File: config.mk
export PLATFORM = sky130hd
export DESIGN_NAME = dual_path_input_mixer
export DESIGN_NICKNAME = d
export VERILOG_FILES = /design/src/hw/dual_path_input_mixer.v /design/src/hw/mix_sat_add.v
export VERILOG_INCLUDE_DIRS = /design/src /design/src/hw
export SDC_FILE = /design/constraint.sdc
export NUM_CORES = 2
export LEC_CHECK = 0
export ABC_CLOCK_PERIOD_IN_PS = 39300
export BUFFER_PORTS_ARGS = -buffer_cell sky130_fd_sc_hd__buf_2
export CORE_ASPECT_RATIO = 2
export CORE_MARGIN = 2
export CORE_UTILIZATION = 70
export DETAILED_ROUTE_END_ITERATION = 7
export GPL_ROUTABILITY_DRIVEN = 1
export HOLD_SLACK_MARGIN = 0.05
export PLACE_DENSITY = 0.9
export SETUP_SLACK_MARGIN = 0.4
export SYNTH_ARGS = -nofsm -noshare
export SYNTH_HDL_FRONTEND = slang
export SYNTH_HIERARCHICAL = 1
export SYNTH_SLANG_ARGS = --single-unit
export TNS_END_PERCENT = 30
File: constraint.sdc
create_clock -name clk_sys -period 39.3 [get_ports clk_sys]
set_clock_uncertainty 0.05 [all_clocks]
set_input_delay 5.895 -clock clk_sys [delete_from_list [all_inputs] [get_ports clk_sys]]
set_output_delay 5.895 -clock clk_sys [all_outputs]
set_load 0.005 [all_outputs]
File: src/hw/input_mixer_consts.vh
// constants for the dual path input mixer
// assumes 16-bit signed samples where full scale spans -1 V to +1 V
`ifndef INPUT_MIXER_CONSTS_VH
`define INPUT_MIXER_CONSTS_VH

// sample and coefficient formats
`define SAMPLE_W        16
`define COEF_W          9
`define PROD_W          25
`define COEF_SHIFT      4'd1
`define COEF_MAX        9'sh0C8
`define COEF_MIN        -9'sh0C8
`define COEF_FINE_LIM   9'sh064
`define COEF_UNITY      9'sh00A
`define COEF_ZERO       9'sh000
`define SAMPLE_MAX      16'sh7FFF
`define SAMPLE_MIN      16'sh8000
`define SAMPLE_ZERO     16'sh0000
`define SWITCH_CLOSED   1'b1
`define ENABLE_OFF      1'b0

// output sample rate: 40 MHz system clock, 2.5 MSa/s
`define CLK_HZ          40000000
`define SAMPLE_HZ       2500000
`define RATE_DIV        (`CLK_HZ / `SAMPLE_HZ)
`define RATE_CNT_W      4
`define RATE_CNT_ZERO   4'h0
`define RATE_CNT_LAST   4'hF
`define RATE_CNT_STEP   4'h1

`endif

File: src/hw/dual_path_input_mixer.v
// front end of a two-channel feedback instrument: 2x2 mixing matrix,
// per-path input zeroing and offset, per-path output zeroing, offset, enable.
// assumes inputs and settings come from logic on clk_sys; the controller
// filters sit between first/secondControllerPath and ctrlOne/TwoSample outside this block.
// limitation: channel outputs take whatever the filters present at a tick,
// so a filter slower than one sample period shows a stale value.
//
// Notes on behaviour
// - two path samples are the 2x2 coefficient matrix times the input vector
// - path one = a*in1 + b*in2; path two = c*in1 + d*in2
// - coefficients span -20 to +20 inclusive; larger settings are clamped
// - step is 0.1 below magnitude 10, one whole unit from 10 to 20
// - two independent paths, each fed by one matrix output, live settings
// - each path issues samples at 2.5 MSa/s
// - open input switch replaces the path input with zero
// - programmable input offset, -1 to +1 V full scale, added to path input
// - open output switch forces the path output to zero
// - programmable output offset, -1 to +1 V full scale, added to output
// - per-channel output enable; cleared means channel does not drive output
// - reset command returns coefficients, offsets and switches to defaults
// - pre-controller tap carries the sample after the matrix, before the filter
`timescale 1ns/100ps
`default_nettype none
`include "input_mixer_consts.vh"

module dual_path_input_mixer (
  // clock and reset
  input  wire                        clk_sys,
  input  wire                        resetn,
  // input sample streams
  input  wire signed [`SAMPLE_W-1:0] inputOneSample,
  input  wire signed [`SAMPLE_W-1:0] inputTwoSample,
  // mixing coefficients, tenths (value 10 is unity)
  input  wire signed [`COEF_W-1:0]   coefA,
  input  wire signed [`COEF_W-1:0]   coefB,
  input  wire signed [`COEF_W-1:0]   coefC,
  input  wire signed [`COEF_W-1:0]   coefD,
  // per-path input and output settings
  input  wire                        inSwitchOne,
  input  wire                        inSwitchTwo,
  input  wire signed [`SAMPLE_W-1:0] inOffsetOne,
  input  wire signed [`SAMPLE_W-1:0] inOffsetTwo,
  input  wire                        outSwitchOne,
  input  wire                        outSwitchTwo,
  input  wire signed [`SAMPLE_W-1:0] outOffsetOne,
  input  wire signed [`SAMPLE_W-1:0] outOffsetTwo,
  input  wire                        outEnableOne,
  input  wire                        outEnableTwo,
  // settings reset command, one cycle
  input  wire                        settingsReset,
  // samples back from the controller filters
  input  wire signed [`SAMPLE_W-1:0] ctrlOneSample,
  input  wire signed [`SAMPLE_W-1:0] ctrlTwoSample,
  // sample strobe shared by all streams
  output reg                         sampleStrobe,
  // mixed, offset path samples into the controllers
  output reg  signed [`SAMPLE_W-1:0] firstControllerPath,
  output reg  signed [`SAMPLE_W-1:0] secondControllerPath,
  // pre-controller observation taps
  output reg  signed [`SAMPLE_W-1:0] prePathOne,
  output reg  signed [`SAMPLE_W-1:0] prePathTwo,
  // channel outputs and drive enables
  output reg  signed [`SAMPLE_W-1:0] chanOneOut,
  output reg  signed [`SAMPLE_W-1:0] chanTwoOut,
  output reg                         chanOneDrive,
  output reg                         chanTwoDrive
);

  // rate counter
  reg  [`RATE_CNT_W-1:0]       rateCnt_reg;
  wire                         tick;

  // settings held for a whole sample period
  reg  signed [`COEF_W-1:0]    cA_reg;
  reg  signed [`COEF_W-1:0]    cB_reg;
  reg  signed [`COEF_W-1:0]    cC_reg;
  reg  signed [`COEF_W-1:0]    cD_reg;
  reg                          inSw1_reg;
  reg                          inSw2_reg;
  reg                          outSw1_reg;
  reg                          outSw2_reg;
  reg                          en1_reg;
  reg                          en2_reg;
  reg  signed [`SAMPLE_W-1:0]  inOff1_reg;
  reg  signed [`SAMPLE_W-1:0]  inOff2_reg;
  reg  signed [`SAMPLE_W-1:0]  outOff1_reg;
  reg  signed [`SAMPLE_W-1:0]  outOff2_reg;
  reg                          pendReset_reg;

  // next values, all chosen in combinational blocks
  reg  [`RATE_CNT_W-1:0]       rateCnt_next;
  reg  signed [`COEF_W-1:0]    cA_next;
  reg  signed [`COEF_W-1:0]    cB_next;
  reg  signed [`COEF_W-1:0]    cC_next;
  reg  signed [`COEF_W-1:0]    cD_next;
  reg                          inSw1_next;
  reg                          inSw2_next;
  reg                          outSw1_next;
  reg                          outSw2_next;
  reg                          en1_next;
  reg                          en2_next;
  reg  signed [`SAMPLE_W-1:0]  inOff1_next;
  reg  signed [`SAMPLE_W-1:0]  inOff2_next;
  reg  signed [`SAMPLE_W-1:0]  outOff1_next;
  reg  signed [`SAMPLE_W-1:0]  outOff2_next;
  reg                          pendReset_next;

  // sample strobe every RATE_DIV clocks
  assign tick = (rateCnt_reg == `RATE_CNT_ZERO);

  // down-counter reload; reload value kept at counter width
  always @* begin
    rateCnt_next = tick ? `RATE_CNT_LAST : rateCnt_reg - `RATE_CNT_STEP;
  end

  always @(posedge clk_sys or negedge resetn) begin
    if (!resetn) begin
      rateCnt_reg  <= `RATE_CNT_ZERO;
      sampleStrobe <= 1'b0;
    end else begin
      rateCnt_reg  <= rateCnt_next;
      sampleStrobe <= tick;
    end
  end

  // coefficient legalisation: clamp to +-20, snap to whole units above 10
  function signed [`COEF_W-1:0] legalCoef;
    input signed [`COEF_W-1:0] raw;
    reg signed [`COEF_W-1:0] c;
    reg signed [`COEF_W-1:0] mag;
    begin
      c = raw;
      if (c > `COEF_MAX)
        c = `COEF_MAX;
      if (c < `COEF_MIN)
        c = `COEF_MIN;
      mag = (c < `COEF_ZERO) ? -c : c;
      if (mag >= `COEF_FINE_LIM) begin
        mag = mag - (mag % `COEF_UNITY); // whole-unit step in the coarse range
        c = (c < `COEF_ZERO) ? -mag : mag;
      end
      legalCoef = c;
    end
  endfunction

  // legal coefficient values, ready for the next boundary
  wire signed [`COEF_W-1:0] coefALegal = legalCoef(coefA);
  wire signed [`COEF_W-1:0] coefBLegal = legalCoef(coefB);
  wire signed [`COEF_W-1:0] coefCLegal = legalCoef(coefC);
  wire signed [`COEF_W-1:0] coefDLegal = legalCoef(coefD);

  // settings move only at a boundary; a reset command between boundaries
  // is remembered so that a one-cycle pulse is never lost
  always @* begin
    cA_next        = cA_reg;
    cB_next        = cB_reg;
    cC_next        = cC_reg;
    cD_next        = cD_reg;
    inSw1_next     = inSw1_reg;
    inSw2_next     = inSw2_reg;
    outSw1_next    = outSw1_reg;
    outSw2_next    = outSw2_reg;
    en1_next       = en1_reg;
    en2_next       = en2_reg;
    inOff1_next    = inOff1_reg;
    inOff2_next    = inOff2_reg;
    outOff1_next   = outOff1_reg;
    outOff2_next   = outOff2_reg;
    pendReset_next = pendReset_reg | settingsReset;
    if (tick) begin
      pendReset_next = 1'b0;
      if (settingsReset || pendReset_reg) begin
        cA_next      = `COEF_UNITY;
        cB_next      = `COEF_ZERO;
        cC_next      = `COEF_ZERO;
        cD_next      = `COEF_UNITY;
        inSw1_next   = `SWITCH_CLOSED;
        inSw2_next   = `SWITCH_CLOSED;
        outSw1_next  = `SWITCH_CLOSED;
        outSw2_next  = `SWITCH_CLOSED;
        en1_next     = `ENABLE_OFF;
        en2_next     = `ENABLE_OFF;
        inOff1_next  = `SAMPLE_ZERO;
        inOff2_next  = `SAMPLE_ZERO;
        outOff1_next = `SAMPLE_ZERO;
        outOff2_next = `SAMPLE_ZERO;
      end else begin
        cA_next      = coefALegal;
        cB_next      = coefBLegal;
        cC_next      = coefCLegal;
        cD_next      = coefDLegal;
        inSw1_next   = inSwitchOne;
        inSw2_next   = inSwitchTwo;
        outSw1_next  = outSwitchOne;
        outSw2_next  = outSwitchTwo;
        en1_next     = outEnableOne;
        en2_next     = outEnableTwo;
        inOff1_next  = inOffsetOne;
        inOff2_next  = inOffsetTwo;
        outOff1_next = outOffsetOne;
        outOff2_next = outOffsetTwo;
      end
    end
  end

  // settings registers; power-on values equal the reset command's defaults
  always @(posedge clk_sys or negedge resetn) begin
    if (!resetn) begin
      cA_reg        <= `COEF_UNITY;
      cB_reg        <= `COEF_ZERO;
      cC_reg        <= `COEF_ZERO;
      cD_reg        <= `COEF_UNITY;
      inSw1_reg     <= `SWITCH_CLOSED;
      inSw2_reg     <= `SWITCH_CLOSED;
      outSw1_reg    <= `SWITCH_CLOSED;
      outSw2_reg    <= `SWITCH_CLOSED;
      en1_reg       <= `ENABLE_OFF;
      en2_reg       <= `ENABLE_OFF;
      inOff1_reg    <= `SAMPLE_ZERO;
      inOff2_reg    <= `SAMPLE_ZERO;
      outOff1_reg   <= `SAMPLE_ZERO;
      outOff2_reg   <= `SAMPLE_ZERO;
      pendReset_reg <= 1'b0;
    end else begin
      cA_reg        <= cA_next;
      cB_reg        <= cB_next;
      cC_reg        <= cC_next;
      cD_reg        <= cD_next;
      inSw1_reg     <= inSw1_next;
      inSw2_reg     <= inSw2_next;
      outSw1_reg    <= outSw1_next;
      outSw2_reg    <= outSw2_next;
      en1_reg       <= en1_next;
      en2_reg       <= en2_next;
      inOff1_reg    <= inOff1_next;
      inOff2_reg    <= inOff2_next;
      outOff1_reg   <= outOff1_next;
      outOff2_reg   <= outOff2_next;
      pendReset_reg <= pendReset_next;
    end
  end

  // saturating clip of a wide product sum down to a sample
  function signed [`SAMPLE_W-1:0] clipSample;
    input signed [`PROD_W:0] v;
    begin
      if (v > $signed({{(`PROD_W-`SAMPLE_W+1){1'b0}}, `SAMPLE_MAX}))
        clipSample = `SAMPLE_MAX;
      else if (v < $signed({{(`PROD_W-`SAMPLE_W+1){1'b1}}, `SAMPLE_MIN}))
        clipSample = `SAMPLE_MIN;
      else
        clipSample = v[`SAMPLE_W-1:0];
    end
  endfunction

  // matrix products; coefficient is in tenths, so divide the sum by ten
  wire signed [`PROD_W-1:0] pA  = inputOneSample * cA_reg;
  wire signed [`PROD_W-1:0] pB  = inputTwoSample * cB_reg;
  wire signed [`PROD_W-1:0] pC  = inputOneSample * cC_reg;
  wire signed [`PROD_W-1:0] pD  = inputTwoSample * cD_reg;
  // all operands signed, so the sum extends and divides toward zero
  wire signed [`PROD_W:0]   s1  = (pA + pB) / `COEF_UNITY;
  wire signed [`PROD_W:0]   s2  = (pC + pD) / `COEF_UNITY;
  wire signed [`SAMPLE_W-1:0] mix1 = clipSample(s1);
  wire signed [`SAMPLE_W-1:0] mix2 = clipSample(s2);

  // input switch zeroes the mixed signal ahead of the offset
  wire signed [`SAMPLE_W-1:0] gated1 = inSw1_reg ? mix1 : `SAMPLE_ZERO;
  wire signed [`SAMPLE_W-1:0] gated2 = inSw2_reg ? mix2 : `SAMPLE_ZERO;
  wire signed [`SAMPLE_W-1:0] first_controller_path;
  wire signed [`SAMPLE_W-1:0] second_controller_path;
  wire signed [`SAMPLE_W-1:0] out1;
  wire signed [`SAMPLE_W-1:0] out2;

  // input offsets, saturating
  mix_sat_add uInOff1 (.opA(gated1), .opB(inOff1_reg), .sum(first_controller_path));
  mix_sat_add uInOff2 (.opA(gated2), .opB(inOff2_reg), .sum(second_controller_path));

  // output switch forces zero before the output offset is added
  mix_sat_add uOutOff1 (.opA(outSw1_reg ? ctrlOneSample : `SAMPLE_ZERO), .opB(outOff1_reg), .sum(out1));
  mix_sat_add uOutOff2 (.opA(outSw2_reg ? ctrlTwoSample : `SAMPLE_ZERO), .opB(outOff2_reg), .sum(out2));

  // all stream outputs update together on the strobe
  always @(posedge clk_sys or negedge resetn) begin
    if (!resetn) begin
      firstControllerPath  <= `SAMPLE_ZERO;
      secondControllerPath <= `SAMPLE_ZERO;
      prePathOne           <= `SAMPLE_ZERO;
      prePathTwo           <= `SAMPLE_ZERO;
      chanOneOut           <= `SAMPLE_ZERO;
      chanTwoOut           <= `SAMPLE_ZERO;
      chanOneDrive         <= 1'b0;
      chanTwoDrive         <= 1'b0;
    end else if (tick) begin
      firstControllerPath  <= first_controller_path;
      secondControllerPath <= second_controller_path;
      prePathOne           <= mix1;
      prePathTwo           <= mix2;
      chanOneOut           <= en1_reg ? out1 : `SAMPLE_ZERO;
      chanTwoOut           <= en2_reg ? out2 : `SAMPLE_ZERO;
      chanOneDrive         <= en1_reg;
      chanTwoDrive         <= en2_reg;
    end
  end

endmodule
`default_nettype wire

File: src/hw/mix_sat_add.v
// signed adder with saturation to the sample range
// assumes both operands already clipped to the sample range
`timescale 1ns/100ps
`default_nettype none
`include "input_mixer_consts.vh"

module mix_sat_add (
  // operands
  input  wire signed [`SAMPLE_W-1:0] opA,
  input  wire signed [`SAMPLE_W-1:0] opB,
  // clipped sum
  output wire signed [`SAMPLE_W-1:0] sum
);

  wire signed [`SAMPLE_W:0] wide;

  // one guard bit catches any overflow of two in-range operands
  assign wide = {opA[`SAMPLE_W-1], opA} + {opB[`SAMPLE_W-1], opB};
  // bounds cast to signed so a negative sum is not compared as a huge number
  assign sum  = (wide > $signed({1'b0, `SAMPLE_MAX})) ? `SAMPLE_MAX :
                (wide < $signed({1'b1, `SAMPLE_MIN})) ? `SAMPLE_MIN : wide[`SAMPLE_W-1:0];

endmodule
`default_nettype wire

==> out/summary.txt <==
Status: complete, no violations
Max_cap viols: 0
Vias post-DR: 48300
IO Port Bufs: 271
DP HPWL: 126 mm
Post-synth EDFFs: 0
CTS Buf Count: 21
Final Instance Count excl. Fillers: 7172
Gpl congestion: 1.05
GR peak layer: met2
Detailed router's first-iteration violation count: 3652
Final WL: 159 mm
Num rows: 139
Worst setup SP type: input port
Clock Tree Buf Depth: 3
Vias/cell: 6.74
Cells after DPL: 7125
Compound-cell area share of the yosys netlist: 0.214
FILL cells: 5335
#FFs+latches synth: 210
Met2 Use GR: 0.771
Max Fanout on Critical Path: 19
Initial antenna violation count: 17
Adder-Cell Fraction of Synth Area: 0.309
I/O pin total: 272
Root Buffer: clkbuf_16
Post-synthesis async set-or-reset flop share: 1.00
RSZ-0062 raised after global routing: no
DR DRC count: 0
Crit-path max cell delay: 0.82 ns
Cells after Synth: 6188
Synthesized area per cell: 8.23 um2
Tmin final: 29.61 ns
Place WS: 9.56 ns
Die height: 385 um
Worst-Skew Late Latency: 0.57 ns
Initial core utilization: 0.709
Die X: 195 um
Worst-Margin Slew: 1.29 ns
Final Cycle Share: 0.753
Most common cell on crit path: fa_1
Htree depth: 1
Clk pin slew, worst setup/hold paths: 0.06 ns
Grt ovf: 0
Sequential-to-total area share from yosys stat: 0.103
Ys Warns: 6
Max frequency: 33.8 MHz
CTS tree: yes
Relative slew slack: 0.135
Layout cells sized above 1: 0.103
Synth Area in Simple Gates: 0.215
Met1 usage: 0.414
Post-synthesis xor/xnor area fraction: 0.0639
Top FF cell, synth: dfrtp_1
Die area: 75100 um2
Synth cell types: 143
Mapped Area: 50900 um2
WL/cell: 22.2 um
Setup-failing EPs final: 0
CTS Hold Bufs: 0
Drt pass-1 iters: 8
Synthesized Nets: 7272
Final ANT Viol Nets: 0
Final TNS setup: 0 ns
Post-synthesis mux area share: 0.0153
CP required: 39.69 ns
Max Slew Vio Count: 0
Syn-to-layout area delta: 4.22%
Final hold violation count: 0
Clock sinks: 210
All-Layer GR Usage: 0.423
Largest family of logic cells by synthesized area: adder cells
Vias in the first global route: 50300
Core ar.: 71800 um2
Post_cts resized: 0
WHS: 0.419 ns
Met3 usage: 0.0902
Post-CTS setup buffers: 0
Critical-path top delay cell: a211oi_2
Pin count of the biggest net entering global routing: 101
Setup CP Type: input port to flip-flop
Tightest Hold Check Type: flip-flop to flip-flop
Final WS setup: 9.69 ns
Arr. time, crit path: 29.99 ns
Final nets: 7316
First-pass GRT wire length: 254 mm
Type of destination of the critical path: flip-flop
cells in the final DEF, fill, tap and decap left out, types with 19 or more instances in the layout:
| cell type | n |
|---|---|
| a21oi_1 | 226 |
| inv_1 | 682 |
| a211oi_1 | 52 |
| a31oi_1 | 56 |
| nand4_1 | 53 |
| xnor2_1 | 223 |
| o21ai_2 | 58 |
| buf_4 | 45 |
| nor3_1 | 127 |
| a22o_1 | 97 |
| o31ai_1 | 45 |
| and3_1 | 31 |
| nand3_1 | 150 |
| nor2_1 | 396 |
| dfrtp_1 | 202 |
| o21ai_1 | 61 |
| or4_1 | 19 |
| a21o_1 | 66 |
| ha_1 | 339 |
| nor4_1 | 37 |
| fa_1 | 572 |
| mux2i_1 | 58 |
| and2_1 | 273 |
| clkbuf_16 | 21 |
| o2111ai_1 | 25 |
| o211a_1 | 20 |
| or2_2 | 23 |
| o21a_1 | 52 |
| buf_2 | 270 |
| or3_1 | 45 |
| o22ai_1 | 25 |
| nor3b_1 | 22 |
| o21ai_0 | 205 |
| xor2_1 | 134 |
| nor2b_1 | 42 |
| a211o_1 | 22 |
| nand2b_1 | 86 |
| o211ai_1 | 64 |
| a21oi_2 | 22 |
| nand2_1 | 807 |
final cells by class:
class	count	area, um2	area share
antenna	9	22.5	0.000424
inverter	684	2570	0.0484
tap	916	1150	0.0216
timing repair buffer	316	1700	0.0321
multi-input combinational	4999	41700	0.785
sequential	210	5270	0.0992
clock buffer	30	589	0.0111
clock inverter	8	128	0.00240
cells in the mapped netlist (52+ instances only):
| library cell | number | share of area |
|---|---|---|
| ha_1 | 339 | 0.083 |
| nand2_1 | 807 | 0.059 |
| xor2_1 | 135 | 0.023 |
| xnor2_1 | 224 | 0.039 |
| a21o_1 | 66 | 0.0097 |
| a21oi_1 | 226 | 0.022 |
| o211ai_1 | 64 | 0.0094 |
| a22o_1 | 97 | 0.017 |
| o21ai_0 | 205 | 0.020 |
| nor3_1 | 128 | 0.013 |
| inv_1 | 682 | 0.050 |
| o21a_1 | 52 | 0.0077 |
| nand2b_1 | 86 | 0.011 |
| o21ai_1 | 61 | 0.0060 |
| nor2_1 | 397 | 0.029 |
| o21ai_2 | 58 | 0.010 |
| a211oi_1 | 52 | 0.0077 |
| and2_1 | 273 | 0.034 |
| fa_1 | 572 | 0.22 |
| a31oi_1 | 56 | 0.0069 |
| nand4_1 | 53 | 0.0065 |
| clkbuf_1 | 186 | 0.014 |
| mux2i_1 | 58 | 0.011 |
| dfrtp_1 | 202 | 0.099 |
| nand3_1 | 150 | 0.015 |
routing by layer:
metal	vias to the layer above	wire length, um
met4	22	14800
met3	1037	13100
met2	2597	81000
met5	-	138
met1	23300	49900
li1	21300	-
worst paths after layout:
check	to	slack, ns	startpoint	cells after the start
worst min-delay path	chanOneOut[14]	0.42	chanOneOut[14]	2
worst max-delay path	secondControllerPath[2]	9.69	inputOneSample[15]	75
min in group asynchronous	prePathOne[10]	5.26	resetn	1
worst min register to register	chanOneOut[14]	0.42	chanOneOut[14]	2
worst max register to register	secondControllerPath[2]	14.40	cC_reg[3]	74
max in group asynchronous	secondControllerPath[5]	31.75	resetn	3
through the flow:
step / util / cell area, um2
after floorplan: - / 50900
after global placement: 0.729 / 52300
after detailed placement: 0.729 / 52300
after CTS: 0.739 / 53100
after global routing: 0.739 / 53100
final: 0.739 / 53100
logic make-up after synthesis:
group,after synthesis
compound gates,1424
xor+xnor,365
fa+ha+maj,913
buf+inv,979
flops,210
mux,74
simple gates,2223
worst max-delay path: cells and delay by family:
kind	cells	cell delay (ns)
AO/OA/AOI/OAI	28	8.94
AND/OR/NAND/NOR	25	7.40
adder cells (fa/ha/maj)	11	4.85
multiplexers	3	1.41
buffers and inverters	6	0.74
XOR/XNOR	2	0.66
Power is not shown: default switching activity piles up to over one toggle a cycle in this logic, so the estimate is an artifact.
